File: config.mk
export PLATFORM = sky130hd
export DESIGN_NAME = bpan_regs
export DESIGN_NICKNAME = d
export VERILOG_FILES = /design/src/core/bpan_pkg.sv /design/src/core/bpan_page_build.sv /design/src/core/bpan_regs.sv /design/src/core/bpan_sticky.sv
export VERILOG_INCLUDE_DIRS = /design/src /design/src/core
export SDC_FILE = /design/constraint.sdc
export NUM_CORES = 1
export LEC_CHECK = 0
export BUFFER_PORTS_ARGS = -buffer_cell sky130_fd_sc_hd__buf_2
export CAP_MARGIN = 0
export CORE_MARGIN = 3
export CORE_UTILIZATION = 43
export CTS_BUF_LIST = sky130_fd_sc_hd__clkbuf_2 sky130_fd_sc_hd__clkbuf_4 sky130_fd_sc_hd__clkbuf_8
export DETAILED_ROUTE_END_ITERATION = 10
export PLACE_DENSITY = 0.65
export SETUP_SLACK_MARGIN = 0.5
export SKIP_LAST_GASP = 1
export SLEW_MARGIN = 20
export SYNTH_ARGS = -nofsm -noshare
export SYNTH_HDL_FRONTEND = slang
export SYNTH_SLANG_ARGS = --single-unit
File: constraint.sdc
create_clock -name pclk -period 3.9 [get_ports pclk]
set_input_delay 0.78 -clock pclk [delete_from_list [all_inputs] [get_ports pclk]]
set_output_delay 0.78 -clock pclk [all_outputs]
set_load 0.005 [all_outputs]
File: src/core/bpan_consts.svh
`ifndef BPAN_CONSTS_SVH
`define BPAN_CONSTS_SVH

// register indices; byte address is four times the index
`define BPAN_IDX_CFG     11'h4C0
`define BPAN_IDX_CTL     11'h4C1
`define BPAN_IDX_STAT    11'h4C2
`define BPAN_IDX_BLO     11'h4C3
`define BPAN_IDX_BHI     11'h4C4
`define BPAN_IDX_NLO     11'h4C5
`define BPAN_IDX_NHI     11'h4C6

// configuration word fields
`define BPAN_CFG_EN      0
`define BPAN_CFG_UBASE   1
`define BPAN_CFG_UNEXT   2
`define BPAN_CFG_LRF     3
`define BPAN_CFG_NONCE   4
`define BPAN_CFG_OVR     5
`define BPAN_CFG_RST     6'h01

// command word fields
`define BPAN_CTL_RST     0
`define BPAN_CTL_RESTART 4
`define BPAN_CTL_NP      8

// status word fields
`define BPAN_ST_PGRX     1
`define BPAN_ST_DONE     2
`define BPAN_ST_RF       3
`define BPAN_ST_IDLE     4
`define BPAN_ST_ABLE     5
`define BPAN_ST_LINK     6
`define BPAN_ST_LPABLE   7
`define BPAN_ST_FEC      8
`define BPAN_ST_FAIL     9
`define BPAN_ST_RDY      12

// user base page low word override fields; writable masks of the base page low and high words and the next page low word
`define BPAN_OVR_TECH    16
`define BPAN_OVR_FEC     24
`define BPAN_OVR_PAUSE   28
`define BPAN_BLO_MASK    32'h733FFFFF
`define BPAN_BHI_MASK    32'h3FFFFFFF
`define BPAN_NLO_MASK    32'h0000FFFF

// page constants
`define BPAN_ACK_CLR     16'hBC1F
`define BPAN_NACK_CLR    16'hBFFF
`define BPAN_NULL_NP     16'h2001
`define BPAN_SELECTOR    5'h01

`endif

File: src/core/bpan_pkg.sv
`default_nettype none
package bpan_pkg;

    typedef logic [47:0] bpan_page_t;

    typedef enum logic [2:0] {
        sel_none,
        sel_cfg,
        sel_ctl,
        sel_stat,
        sel_blo,
        sel_bhi,
        sel_nlo,
        sel_nhi
    } bpan_sel_t;

endpackage
`default_nettype wire

File: src/core/bpan_page_build.sv
`include "bpan_consts.svh"
`default_nettype none
module bpan_page_build (
    // clock and reset
    input  wire logic        pclk,
    input  wire logic        presetn,
    // page sources
    input  wire logic        user_base,
    input  wire logic        user_next,
    input  wire logic        np_ready,
    input  wire logic        local_rf,
    input  wire logic [15:0] blo,
    input  wire logic [29:0] bhi,
    input  wire logic [15:0] nlo,
    input  wire logic [31:0] nhi,
    input  wire logic [5:0]  tech,
    input  wire logic [1:0]  fec,
    input  wire logic [2:0]  pause,
    // pages to the transmitter
    output bpan_pkg::bpan_page_t base_page,
    output bpan_pkg::bpan_page_t next_page
);
    import bpan_pkg::*;

    bpan_page_t base_r;
    bpan_page_t base_nxt;
    bpan_page_t next_r;
    bpan_page_t next_nxt;

    // bit 49 (prbs) is never carried here; the transmitter makes it
    always_comb
    begin
        if (user_base)
            base_nxt = {fec, bhi, blo & `BPAN_ACK_CLR};
        else
            base_nxt = {fec, 19'h0, tech, 5'h0, np_ready, 1'b0,
                        local_rf, pause, 5'h0, `BPAN_SELECTOR};
        if (user_next && np_ready)
            next_nxt = {nhi, nlo & `BPAN_NACK_CLR};
        else
            next_nxt = {32'h0, `BPAN_NULL_NP};
    end

    always_ff @(posedge pclk or negedge presetn)
    begin
        if (!presetn)
        begin
            base_r <= 48'h0;
            next_r <= {32'h0, `BPAN_NULL_NP};
        end
        else
        begin
            base_r <= base_nxt;
            next_r <= next_nxt;
        end
    end

    assign base_page = base_r;
    assign next_page = next_r;
endmodule
`default_nettype wire

File: src/core/bpan_regs.sv
`include "bpan_consts.svh"
`default_nettype none
module bpan_regs #(
    parameter logic [5:0] TECH_DEF  = 6'h04,
    parameter logic [1:0] FEC_DEF   = 2'h0,
    parameter logic [2:0] PAUSE_DEF = 3'h0
) (
    // clock and reset
    input  wire logic             pclk,
    input  wire logic             presetn,
    // apb slave
    input  wire logic             psel,
    input  wire logic             penable,
    input  wire logic             pwrite,
    input  wire logic [12:0]      paddr,
    input  wire logic [31:0]      pwdata,
    output logic                  pready,
    output logic [31:0]           prdata,
    output logic                  pslverr,
    // negotiation engine status
    input  wire logic             page_rx,
    input  wire logic             rf_sent,
    input  wire logic             an_done,
    input  wire logic             receive_negotiator_idle,
    input  wire logic             link_up,
    input  wire logic             lp_able,
    input  wire logic             fec_on,
    input  wire logic             seq_fail,
    input  wire logic [5:0]       resolved_technology_onehot,
    input  wire logic             tx_in_an,
    input  wire logic             np_taken,
    // negotiation engine control
    output logic                  an_enable,
    output logic                  an_reset,
    output logic                  restart_transmit_negotiator,
    output logic                  np_ready,
    output logic                  force_nonce,
    output logic [5:0]            tech_ability_override,
    output logic [1:0]            fec_ability_override,
    output logic [2:0]            pause_ability_override,
    output bpan_pkg::bpan_page_t  tx_base_page,
    output bpan_pkg::bpan_page_t  extended_page_transmit
);
    import bpan_pkg::*;

    bpan_sel_t   sel;
    logic        acc, wr_fire, rd_fire, ctl_wr, st_rd;
    logic [31:0] stat;
    logic        pg_q, rf_q, lk_q;
    logic        pready_r, pready_nxt;
    logic [31:0] prdata_r, prdata_nxt;
    logic        pslverr_r, pslverr_nxt;

    logic [5:0]  cfg_r, cfg_nxt;
    logic [31:0] blo_r, blo_nxt;
    logic [31:0] bhi_r, bhi_nxt;
    logic [31:0] nlo_r, nlo_nxt;
    logic [31:0] nhi_r, nhi_nxt;
    logic        anrst_r, anrst_nxt;
    logic        rstrt_r, rstrt_nxt;
    logic        np_r, np_nxt;
    logic [5:0]  tech_r, tech_nxt;
    logic [1:0]  fec_r, fec_nxt;
    logic [2:0]  pause_r, pause_nxt;

    // address decode; misaligned or unknown words answer with pslverr
    always_comb
    begin
        sel = sel_none;
        if (paddr[1:0] == 2'h0)
        begin
            case (paddr[12:2])
                `BPAN_IDX_CFG:  sel = sel_cfg;
                `BPAN_IDX_CTL:  sel = sel_ctl;
                `BPAN_IDX_STAT: sel = sel_stat;
                `BPAN_IDX_BLO:  sel = sel_blo;
                `BPAN_IDX_BHI:  sel = sel_bhi;
                `BPAN_IDX_NLO:  sel = sel_nlo;
                `BPAN_IDX_NHI:  sel = sel_nhi;
                default:        sel = sel_none;
            endcase
        end
    end

    // one wait state: pready rises the cycle after penable
    assign acc     = psel & penable;
    assign wr_fire = acc & pwrite & pready_r;
    assign rd_fire = acc & ~pwrite & pready_r;
    assign ctl_wr  = wr_fire & (sel == sel_ctl);
    assign st_rd   = rd_fire & (sel == sel_stat);

    // live status image
    always_comb
    begin
        stat = 32'h0;
        stat[`BPAN_ST_PGRX]   = pg_q;
        stat[`BPAN_ST_DONE]   = an_done;
        stat[`BPAN_ST_RF]     = rf_q;
        stat[`BPAN_ST_IDLE]   = receive_negotiator_idle;
        stat[`BPAN_ST_ABLE]   = 1'b1;
        stat[`BPAN_ST_LINK]   = lk_q;
        stat[`BPAN_ST_LPABLE] = lp_able;
        stat[`BPAN_ST_FEC]    = fec_on;
        stat[`BPAN_ST_FAIL]   = seq_fail;
        stat[`BPAN_ST_RDY +: 6] = resolved_technology_onehot;
    end

    // read data is sampled at the first access edge and held one cycle
    always_comb
    begin
        pready_nxt  = acc & ~pready_r;
        prdata_nxt  = 32'h0;
        pslverr_nxt = 1'b0;
        if (acc & ~pready_r)
        begin
            pslverr_nxt = (sel == sel_none);
            if (!pwrite)
            begin
                case (sel)
                    sel_cfg:  prdata_nxt = {26'h0, cfg_r};
                    sel_ctl:  prdata_nxt = {23'h0, np_r, 8'h0};
                    sel_stat: prdata_nxt = stat;
                    sel_blo:  prdata_nxt = blo_r;
                    sel_bhi:  prdata_nxt = bhi_r;
                    sel_nlo:  prdata_nxt = nlo_r;
                    sel_nhi:  prdata_nxt = nhi_r;
                    default:  prdata_nxt = 32'h0;
                endcase
            end
        end
    end

    always_ff @(posedge pclk or negedge presetn)
    begin
        if (!presetn)
        begin
            pready_r  <= 1'b0;
            prdata_r  <= 32'h0;
            pslverr_r <= 1'b0;
        end
        else
        begin
            pready_r  <= pready_nxt;
            prdata_r  <= prdata_nxt;
            pslverr_r <= pslverr_nxt;
        end
    end

    // storage registers; reserved bits never stored
    always_comb
    begin
        cfg_nxt = cfg_r;
        blo_nxt = blo_r;
        bhi_nxt = bhi_r;
        nlo_nxt = nlo_r;
        nhi_nxt = nhi_r;
        if (wr_fire)
        begin
            case (sel)
                sel_cfg: cfg_nxt = pwdata[5:0];
                sel_blo: blo_nxt = pwdata & `BPAN_BLO_MASK;
                sel_bhi: bhi_nxt = pwdata & `BPAN_BHI_MASK;
                sel_nlo: nlo_nxt = pwdata & `BPAN_NLO_MASK;
                sel_nhi: nhi_nxt = pwdata;
                default: cfg_nxt = cfg_r;
            endcase
        end
    end

    always_ff @(posedge pclk or negedge presetn)
    begin
        if (!presetn)
        begin
            cfg_r <= `BPAN_CFG_RST;
            blo_r <= 32'h0;
            bhi_r <= 32'h0;
            nlo_r <= 32'h0;
            nhi_r <= 32'h0;
        end
        else
        begin
            cfg_r <= cfg_nxt;
            blo_r <= blo_nxt;
            bhi_r <= bhi_nxt;
            nlo_r <= nlo_nxt;
            nhi_r <= nhi_nxt;
        end
    end

    // command pulses and the effective advertisement
    always_comb
    begin
        anrst_nxt = ctl_wr & pwdata[`BPAN_CTL_RST];
        rstrt_nxt = ctl_wr & pwdata[`BPAN_CTL_RESTART] & tx_in_an;
        np_nxt    = (ctl_wr & pwdata[`BPAN_CTL_NP]) | (np_r & ~np_taken);
        tech_nxt  = tech_r;
        fec_nxt   = fec_r;
        pause_nxt = pause_r;
        // changing overrides mid-negotiation would corrupt pages in flight
        if (anrst_r)
        begin
            if (cfg_r[`BPAN_CFG_OVR])
            begin
                tech_nxt  = blo_r[`BPAN_OVR_TECH +: 6];
                fec_nxt   = blo_r[`BPAN_OVR_FEC +: 2];
                pause_nxt = blo_r[`BPAN_OVR_PAUSE +: 3];
            end
            else
            begin
                tech_nxt  = TECH_DEF;
                fec_nxt   = FEC_DEF;
                pause_nxt = PAUSE_DEF;
            end
        end
    end

    always_ff @(posedge pclk or negedge presetn)
    begin
        if (!presetn)
        begin
            anrst_r <= 1'b0;
            rstrt_r <= 1'b0;
            np_r    <= 1'b0;
            tech_r  <= TECH_DEF;
            fec_r   <= FEC_DEF;
            pause_r <= PAUSE_DEF;
        end
        else
        begin
            anrst_r <= anrst_nxt;
            rstrt_r <= rstrt_nxt;
            np_r    <= np_nxt;
            tech_r  <= tech_nxt;
            fec_r   <= fec_nxt;
            pause_r <= pause_nxt;
        end
    end

    // only bits reported as one are cleared, so a later event survives
    bpan_sticky u_pgrx (
        .pclk    (pclk),
        .presetn (presetn),
        .set     (page_rx),
        .clr     (st_rd & prdata_r[`BPAN_ST_PGRX]),
        .q       (pg_q)
    );

    bpan_sticky u_rf (
        .pclk    (pclk),
        .presetn (presetn),
        .set     (rf_sent),
        .clr     (st_rd & prdata_r[`BPAN_ST_RF]),
        .q       (rf_q)
    );

    bpan_sticky u_link (
        .pclk    (pclk),
        .presetn (presetn),
        .set     (link_up),
        .clr     (st_rd & prdata_r[`BPAN_ST_LINK]),
        .q       (lk_q)
    );

    bpan_page_build u_page (
        .pclk      (pclk),
        .presetn   (presetn),
        .user_base (cfg_r[`BPAN_CFG_UBASE]),
        .user_next (cfg_r[`BPAN_CFG_UNEXT]),
        .np_ready  (np_r),
        .local_rf  (cfg_r[`BPAN_CFG_LRF]),
        .blo       (blo_r[15:0]),
        .bhi       (bhi_r[29:0]),
        .nlo       (nlo_r[15:0]),
        .nhi       (nhi_r),
        .tech      (tech_r),
        .fec       (fec_r),
        .pause     (pause_r),
        .base_page (tx_base_page),
        .next_page (extended_page_transmit)
    );

    assign pready                      = pready_r;
    assign prdata                      = prdata_r;
    assign pslverr                     = pslverr_r;
    assign an_enable                   = cfg_r[`BPAN_CFG_EN];
    assign an_reset                    = anrst_r;
    assign restart_transmit_negotiator = rstrt_r;
    assign np_ready                    = np_r;
    assign force_nonce                 = cfg_r[`BPAN_CFG_NONCE];
    assign tech_ability_override       = tech_r;
    assign fec_ability_override        = fec_r;
    assign pause_ability_override      = pause_r;
endmodule
`default_nettype wire

File: src/core/bpan_sticky.sv
`include "bpan_consts.svh"
`default_nettype none
module bpan_sticky (
    // clock and reset
    input  wire logic pclk,
    input  wire logic presetn,
    // event and clear
    input  wire logic set,
    input  wire logic clr,
    output logic      q
);
    import bpan_pkg::*;

    logic q_r;
    logic q_nxt;

    // set beats clear so an event landing on the read is kept
    always_comb
    begin
        q_nxt = q_r;
        if (clr)
            q_nxt = 1'b0;
        if (set)
            q_nxt = 1'b1;
    end

    always_ff @(posedge pclk or negedge presetn)
    begin
        if (!presetn)
            q_r <= 1'b0;
        else
            q_r <= q_nxt;
    end

    assign q = q_r;
endmodule
`default_nettype wire

======== After elaboration in Yosys (flattened, before gate mapping) ========
Index checks and enable logic that the tools add are counted.
cells by class
  bitwise logic cells ..................... 20
  mux-type cells .......................... 17
  equal/unequal tests ..................... 14
  reductions and logical operators ........ 11
operators by type and width
  cell                                                  count
  case mux 32 bit (7 select lines)                      1
  equality test 11 bit (second input constant)          7
  two-way mux 32 bit                                    2
  two-way mux 48 bit                                    1
  two-way mux 46 bit                                    1
  case mux 3 bit (7 select lines)                       1
  AND 1 bit                                             16
  equality test 3 bit (second input constant)           4
  AND reduction 2 bit                                   5
  two-way mux 1 bit                                     7
  equality test 3 x 2 -> 1 bit (second input constant)  2
  two-way mux 3 bit                                     2
  two-way mux 6 bit                                     1
  nonzero test 2 bit                                    3
  equality test 3 x 1 -> 1 bit (second input constant)  1
  zero test 3 bit                                       1
  inverter 1 bit                                        3
  zero test 2 bit                                       1
  two-way mux 2 bit                                     1
  logical AND 1 bit                                     1
  OR 1 bit                                              1
word-level totals
  register bits after elaboration ......... 258
  output and inout bits ................... 146

======== Depth between registers and ports, before layout ========
Gate-level depths: netlist (run 1).
  depth in word-level cells ............... 8
  gate-level depth with buffers ........... 8

======== Cells and area by module ========
A second synthesis (run 1) with hierarchy kept.
second synthesis, totals
  cells, all modules ...................... 740
  area, all modules ....................... 10,037.1 um^2
by module, submodules not included
  module           cells an instance  times used  area each (um^2)
  bpan_regs        533                1           6,955.4
  bpan_page_build  198                1           2,972.9
  bpan_sticky      3                  3           36.3

======== Worst setup path after synthesis (run 1) ========
No wires, ideal clock.
  path type ............................... input to register
  start point ............................. input port paddr[4]
  end point ............................... register nlo_r[10]
  data required time ...................... 3.775 ns
  buffers on the path ..................... 3
  path slack .............................. 1.562 ns
  setup time .............................. 0.125 ns
  arrival time ............................ 2.213 ns
  stages .................................. 7
  cells stage by stage .................... buf_2 nor2b_1 and2_1 and3_1 buf_4 buf_4 mux2_2
on the way
  longest elaborated chain between the ends .. 5
ends and longest elaborated chain
  what                                      RTL line          source
  start: declaration                        bpan_regs.sv:15   input wire logic [12:0] paddr,
  equality test 11 bit                      bpan_regs.sv:72   case (paddr[12:2])
  case mux 3 bit (7 select lines) (*)       bpan_regs.sv:72
  two-way mux 3 bit (*)                     bpan_regs.sv:70   if (paddr[1:0] == 2'h0)
  equality test 3 bit (*)                   bpan_regs.sv:159  case (sel)
  AND reduction 2 bit (no source line) (*)  -
  end signal: assignment                    bpan_regs.sv:185  nlo_r <= nlo_nxt;
  end: declaration                          bpan_regs.sv:57   logic [31:0] nlo_r, nlo_nxt;
Every way passes the cells marked *; elsewhere a longest branch is shown, timed or not.
A chain may end at the register's enable or synchronous reset.

======== Final worst setup path (run 1) ========
  start point ............................. input port paddr[5]
  end point ............................... register prdata_r[1], in the netlist prdata[1]
on the way
  longest elaborated chain between the ends .. 7
ends and longest elaborated chain
  what                                               RTL line          source
  equality test 11 bit                               bpan_regs.sv:72
  case mux 3 bit (7 select lines) (*)                bpan_regs.sv:72
  two-way mux 3 bit (*)                              bpan_regs.sv:70
  equality test 3 bit, or another cell as far along  bpan_regs.sv:119  case (sel)
  case mux 32 bit (7 select lines) (*)               bpan_regs.sv:119
  two-way mux 32 bit (*)                             bpan_regs.sv:117  if (!pwrite)
  two-way mux 32 bit (*)                             bpan_regs.sv:114  if (acc & ~pready_r)
  via prdata_nxt[1]                                  bpan_regs.sv:51   logic [31:0] prdata_r, prdata_nxt;
  end signal: assignment                             bpan_regs.sv:144  prdata_r <= prdata_nxt;
  end: declaration                                   bpan_regs.sv:51
Mark *: on every way through the listed nets, which the timed path passes. The rest lies on a longest branch.

==> flow_metrics.py, run 1 <==
metrics = {
    "clock_tree": {
        "cts_buffers": 42,
        "clk_pin_slew_ns": 0.06,
        "cts_root_buf": "clkbuf_8",
        "postCtsSetupBuffers": 0,
        "htree_levels": 2,
        "clkSinkCount": 251,
        "cts_tree": "done",
        "clk_latency_ns": 0.54,
        "clock_path_buffers": 3,
        "cts_resized": 0,
        "ctsHoldBuffers": 0,
    },
    "sta": {
        "layout_setup_ws_ns": 1.51,
        "skew_ns": 0.0262,
        "tightest_slew_ns": 0.973,
        "rsz0062_at_grt": "false",
        "max_freq_mhz": 418,
        "fin_crit_ns": 2.39,
        "setup_violations": 0,
        "hold_viol_final": 0,
        "relSlewSlack_pct": 35.1,
        "fin_crit_sh_pct": 61.3,
        "maxSlewViolCount": 0,
        "setup_tns_ns": 0,
    },
    "floorplan": {
        "core_area_um2": 22200,
        "die_y_um": 157,
        "dieArea_um2": 24800,
        "start_util_pct": 44.4,
        "row_count": 54,
        "io_pins": 212,
        "fp.dieW_um": 157,
    },
    "global_route": {
        "grt_max_degree": 96,
        "grt_usage_pct": 21.5,
        "grt_pass1_vias": 6947,
        "grt_pass1_wl_um": 40600,
        "grt_remaining_overflow": 0,
        "antenna_found_initial": 0,
    },
    "route": {
        "wl_per_cell_um": 20.9,
        "viasPerCell": 5.24,
        "route.vias.total": 6610,
        "wl_um": 26300,
        "drc": 0,
        "dr.pass1.iters": 4,
        "drt_iter0_markers": 363,
        "ant_nets": 0,
    },
    "worst_setup_path": {
        "worstPathArrival_ns": 2.82,
        "r2r_cells": 4,
        "rrSetupSlack_ns": 1.71,
        "r2r_start": "pready",
        "path_class": "primary input to flop",
        "timing.rr.end": "cfg_r[3]",
        "setup.worst_path.end": "prdata[1]",
        "endpoint_kind": "flop",
        "cp_max_fo": 31,
        "startpoint_type": "primary input",
        "cp.required_ns": 4.33,
        "crit_path_top_delay_cell": "or4_2",
        "crit_family": "simple AND/OR/NAND/NOR gates",
        "cp_cell_sequence": "buf_2, nor4b_4, nand3_1, or4_2, a211oi_2",
        "crit_cells": 5,
        "startpoint": "paddr[5]",
        "cp_num_buf_inv": 1,
        "critPathMaxStageDelay_ns": 1.09,
    },
    "logic_synthesis": {
        "synth-seq-area-share_pct": 63.8,
        "synth.area.top_cells": "dfrtp_1, mux2_2, and3_1, mux2i_1, and2_1",
        "synth_top_area_cell": "dfrtp_1",
        "ys_seq_elements": 251,
        "yosys_most_used_dff": "dfrtp_1",
        "synthArstFlopShare_pct": 100,
        "netlist_area_um2": 9850,
        "yosys_warnings": 0,
        "synth_edf_count": 0,
        "yosysMostFrequentCell": "dfrtp_1",
        "ys_types": 49,
        "yosys-top-cells-count": "dfrtp_1, mux2_2, and3_1, nor2_1, and2_1",
        "synth.avg_cell_area_um2": 13.4,
        "yosysTopAreaCellShare_pct": 62.8,
        "syn-instance-count": 735,
    },
    "cells_and_area": {
        "syn2layout_area_growth_pct": 21.8,
        "final_cell_area_um2": 12000,
        "register_area_um2": 6290,
        "final_cells": 1261,
        "nets": 1018,
        "drive_gt1_share_pct": 44.1,
        "multi_input_area_um2": 3240,
        "fill_cells": 1946,
    },
    "hold_path": {
        "min_path_type": "primary input to async pin",
    },
    "pwr": {
        "irDropWorstVdd_uv": 253,
        "p_leak_uw": 0.00650,
        "power_density_nw_per_um2": 425,
    },
    "status": {
        "run_status": "finished clean",
    },
    "placed_design": {
        "dp_cells": 1188,
        "dpl_cell_area_um2": 11200,
        "dpl.hpwl_um": 17000,
        "globalplace.congestion": 0.823,
        "dpl_worst_slack_ns": 0.959,
        "portBuffers": 204,
    },
    "flow_run": {
        "maxCapViolations": 0,
    },
}
==> registers in the layout, indices dropped and copies added (netlist names), 3 cells and up <==
name and cells:
bhi_r 30, blo_r 27, cfg_r 6, nhi_r 32, nlo_r 16, pause_ability_override 3
prdata 32, tech_ability_override 6, u_page.base_page 42, u_page.next_page 47
==> report_power, final <==
| group | total [uW] | switching, uW | internal [uW] | leakage, uW |
|---|---|---|---|---|
| Clock | 2310 | 1000 | 1310 | 0.000444 |
| Combinational | 185 | 128 | 56.8 | 0.00258 |
| Sequential | 2610 | 0.879 | 2610 | 0.00347 |
| Total | 5100 | 1130 | 3970 | 0.00650 |
==> worst min-delay path by stage <==
stage,end,slack [ns],depth (start not counted)
after floorplan,u_page.base_page[46],0.37,0
after global routing,u_page.base_page[41],0.30,1
final,u_page.base_page[41],0.23,1
after CTS,nhi_r[13],0.29,1
after detailed placement,u_page.base_page[46],0.39,0
after global placement,u_page.base_page[46],0.39,0
==> area by class of cell <==
class / instances / share of cell area [%]
diodes: 1 / 0.0209
clock buffers: 69 / 6.77
clock inverters: 3 / 0.198
inverters: 14 / 0.438
multi-input cells: 415 / 27.0
flip-flops and latches: 251 / 52.4
well taps: 280 / 2.92
repair buffers: 228 / 10.2
==> kinds of logic (layout without fill, tap and decap cells) <==
kind of cell    after synthesis  count (layout)  share of synthesized area, %
flops                       251             251                          63.8
buf+inv                      75             314                          3.67
mux                         145             145                          16.5
simple gates                187             187                          10.9
compound gates               76              76                          5.09
other cells                   1               8                        0.0381
==> routing by layer <==
| metal | up-vias | share of wire [%] | global-route usage (%) |
|---|---|---|---|
| met2 | 276 | 46 | 33.1 |
| met1 | 3304 | 45 | 31.2 |
| li1 | 2988 | - | - |
| met3 | 42 | 7.3 | 4.34 |
| met5 | - | 0 | 0 |
| met4 | 0 | 1.8 | 6.49 |
==> metrics by stage <==
| step | hold slack, ns | total power, uW | util (%) |
|---|---|---|---|
| floorplan | 0.375 | 2710 | - |
| global placement | 0.390 | 2840 | 50.3 |
| detailed placement | 0.395 | 2840 | 50.3 |
| CTS | 0.286 | 5170 | 54.1 |
| global route | 0.301 | 5320 | 54.1 |
| finish | 0.229 | 5100 | 54.1 |
==> placed cells by master, fill, tap and decap left out, types with 3 or more instances in the layout <==
master	instances
a211oi_2	3
a21o_1	3
a21oi_1	18
a221oi_1	4
a222oi_1	3
a22o_1	4
a22oi_1	7
and2_1	35
and3_1	50
buf_2	203
buf_4	23
clkbuf_4	22
clkbuf_8	47
conb_1	7
dfrtp_1	244
dfrtp_2	3
dfstp_2	4
inv_1	14
mux2_1	7
mux2_2	109
mux2i_1	27
nand2_1	13
nand2b_1	4
nand3_1	16
nand3b_1	4
nor2_1	38
nor2b_1	4
nor3_2	4
o21ai_0	24
o2bb2ai_1	4
Note: power is estimated with default switching activity, not from simulation.
==> run 2: changes to the inputs <==
- clock period: 3.9 -> 2.4 ns (I/O delays scaled with it)
==> flow_metrics.py, run 2 (same netlist as run 1, synthesis figures left out) <==
metrics = {
    "global_route": {
        "grt_usage_pct": 21.5,
        "grt_pass1_vias": 7114,
        "grt_remaining_overflow": 0,
        "grt_pass1_wl_um": 40700,
        "grt_max_degree": 70,
        "antenna_found_initial": 2,
    },
    "worst_setup_path": {
        "cp.required_ns": 2.81,
        "cp_max_fo": 7,
        "worstPathArrival_ns": 2.28,
        "critPathMaxStageDelay_ns": 0.37,
        "path_class": "flop to flop",
        "startpoint_type": "flop",
        "crit_path_top_delay_cell": "dfrtp_1",
        "cp_cell_sequence": "and4_4, nand4_1, buf_4, nor3_4, buf_6, buf_8, mux2_2",
        "crit_family": "simple AND/OR/NAND/NOR gates",
        "endpoint_kind": "flop",
        "rrSetupSlack_ns": 0.53,
        "r2r_start": "pready",
        "cp_num_buf_inv": 3,
        "r2r_cells": 7,
        "timing.rr.end": "bhi_r[12]",
    },
    "pwr": {
        "irDropWorstVdd_uv": 368,
        "power_density_nw_per_um2": 692,
        "p_leak_uw": 0.00669,
    },
    "route": {
        "drt_iter0_markers": 427,
        "ant_nets": 0,
        "wl_um": 26600,
        "drc": 0,
        "wl_per_cell_um": 20.7,
        "dr.pass1.iters": 5,
        "viasPerCell": 5.25,
        "route.vias.total": 6754,
    },
    "cells_and_area": {
        "final_cell_mix": "dfrtp_1, buf_2, mux2_2",
        "final_cell_area_um2": 12300,
        "fill_cells": 1883,
        "drive_gt1_share_pct": 46.1,
        "nets": 1039,
        "syn2layout_area_growth_pct": 25.3,
        "final_util_pct": 55.7,
        "insertedDiodeCount": 0,
        "layout_commonest_cell": "dfrtp_1",
        "largest_reg_flops": 47,
    },
    "placed_design": {
        "dpl.hpwl_um": 17900,
        "globalplace.congestion": 0.801,
        "portBuffers": 204,
        "dpl_cell_area_um2": 11300,
    },
    "sta": {
        "fin_crit_sh_pct": 77.8,
        "relSlewSlack_pct": 54.9,
        "maxSlewViolCount": 0,
        "max_freq_mhz": 536,
        "fin_crit_ns": 1.87,
        "setup_violations": 0,
        "rsz0062_at_grt": "true",
        "hold_viol_final": 0,
        "tightest_slew_ns": 0.677,
        "skew_ns": 0.00796,
    },
    "clock_tree": {
        "clk_latency_ns": 0.53,
        "cts_tree": "done",
        "clock_path_buffers": 3,
        "clkSinkCount": 251,
        "cts_root_buf": "clkbuf_8",
        "cts_buffers": 41,
        "clk_pin_slew_ns": 0.06,
        "htree_levels": 2,
    },
    "floorplan": {
        "core_area_um2": 22200,
        "dieArea_um2": 24800,
        "row_count": 54,
        "fp.dieW_um": 157,
        "start_util_pct": 44.4,
        "die_y_um": 157,
        "io_pins": 212,
    },
    "hold_path": {
        "holdCritStartpoint": "page_rx",
        "min_path_type": "primary input to flop",
        "whs_path_depth": 2,
        "min_to": "u_pgrx.q",
    },
    "status": {
        "run_status": "finished clean",
    },
    "flow_run": {
        "maxCapViolations": 0,
    },
}
run 2: changes by cell type in the layout (fill, tap and decap cells not counted), sizes merged:
cell / delta
buf: +21
bufinv: +1
clkinv: +5
clkinvlp: -1
diode: -1
dlygate4sd3: +1
inv: -1
run 2: what timing repair did:
item                                   in CTS  in global routing
setup endpoints to repair                   7                 51
buffers inserted                            1                  3
endpoints found under the hold margin      61                  0
hold buffers                                1                  0
resized for setup                           2                 10
cloned                                      0                  1
pin swaps                                   1                  2
run 2: per-stage QoR:
| stage | setup TNS, ns | instances | setup WS (ns) | total power (uW) | hold WS (ns) |
|---|---|---|---|---|---|
| after floorplan | 0 | 741 | 0.442 | 4410 | 0.184 |
| after global placement | 0 | 1204 | 0.0279 | 4630 | 0.389 |
| after detailed placement | -0.00759 | 1204 | -0.00759 | 4630 | 0.391 |
| after CTS | 0 | 1282 | 0.499 | 8650 | 0.122 |
| after global routing | 0 | 1286 | 0.482 | 8890 | 0.119 |
| final | 0 | 1286 | 0.533 | 8550 | 0.149 |
run 2: power by group:
part	internal, uW	leakage [uW]	switching [uW]
logic	103	0.00274	211
registers	4240	0.00347	1.25
clock network	2360	0.000491	1640
total	6700	0.00669	1850
run 2: layout make-up:
type	instances	area, um^2	share of cell area, %
Clock buffer	69	856	6.93
Clock inverter	7	62.6	0.507
Inverter	14	52.6	0.426
Multi-Input combinational cell	415	3270	26.5
Sequential cell	251	6290	51.0
Tap cell	280	350	2.84
Timing Repair Buffer	250	1460	11.8
run 2: worst max path at each step:
stage	cells past startpoint	slack, ns	start	to
floorplan	7	0.44	paddr[5]	blo_r[16]
detailed placement	5	-0.008	paddr[5]	cfg_r[1]
CTS	5	0.50	pready	bhi_r[28]
finish	7	0.53	pready	bhi_r[12]
global placement	5	0.03	paddr[5]	cfg_r[1]
global route	6	0.48	pready	bhi_r[22]
run 2: per-layer routing:
metal | GRT usage [%] | up-vias | wire (um) | share of wire, %
met5 | 0 | - | 16 | 0.060
met2 | 34.9 | 257 | 12700 | 48
met4 | 5.79 | 4 | 390 | 1.5
li1 | - | 3034 | - | -
met3 | 4.56 | 37 | 1870 | 7.0
met1 | 29.5 | 3422 | 11700 | 44
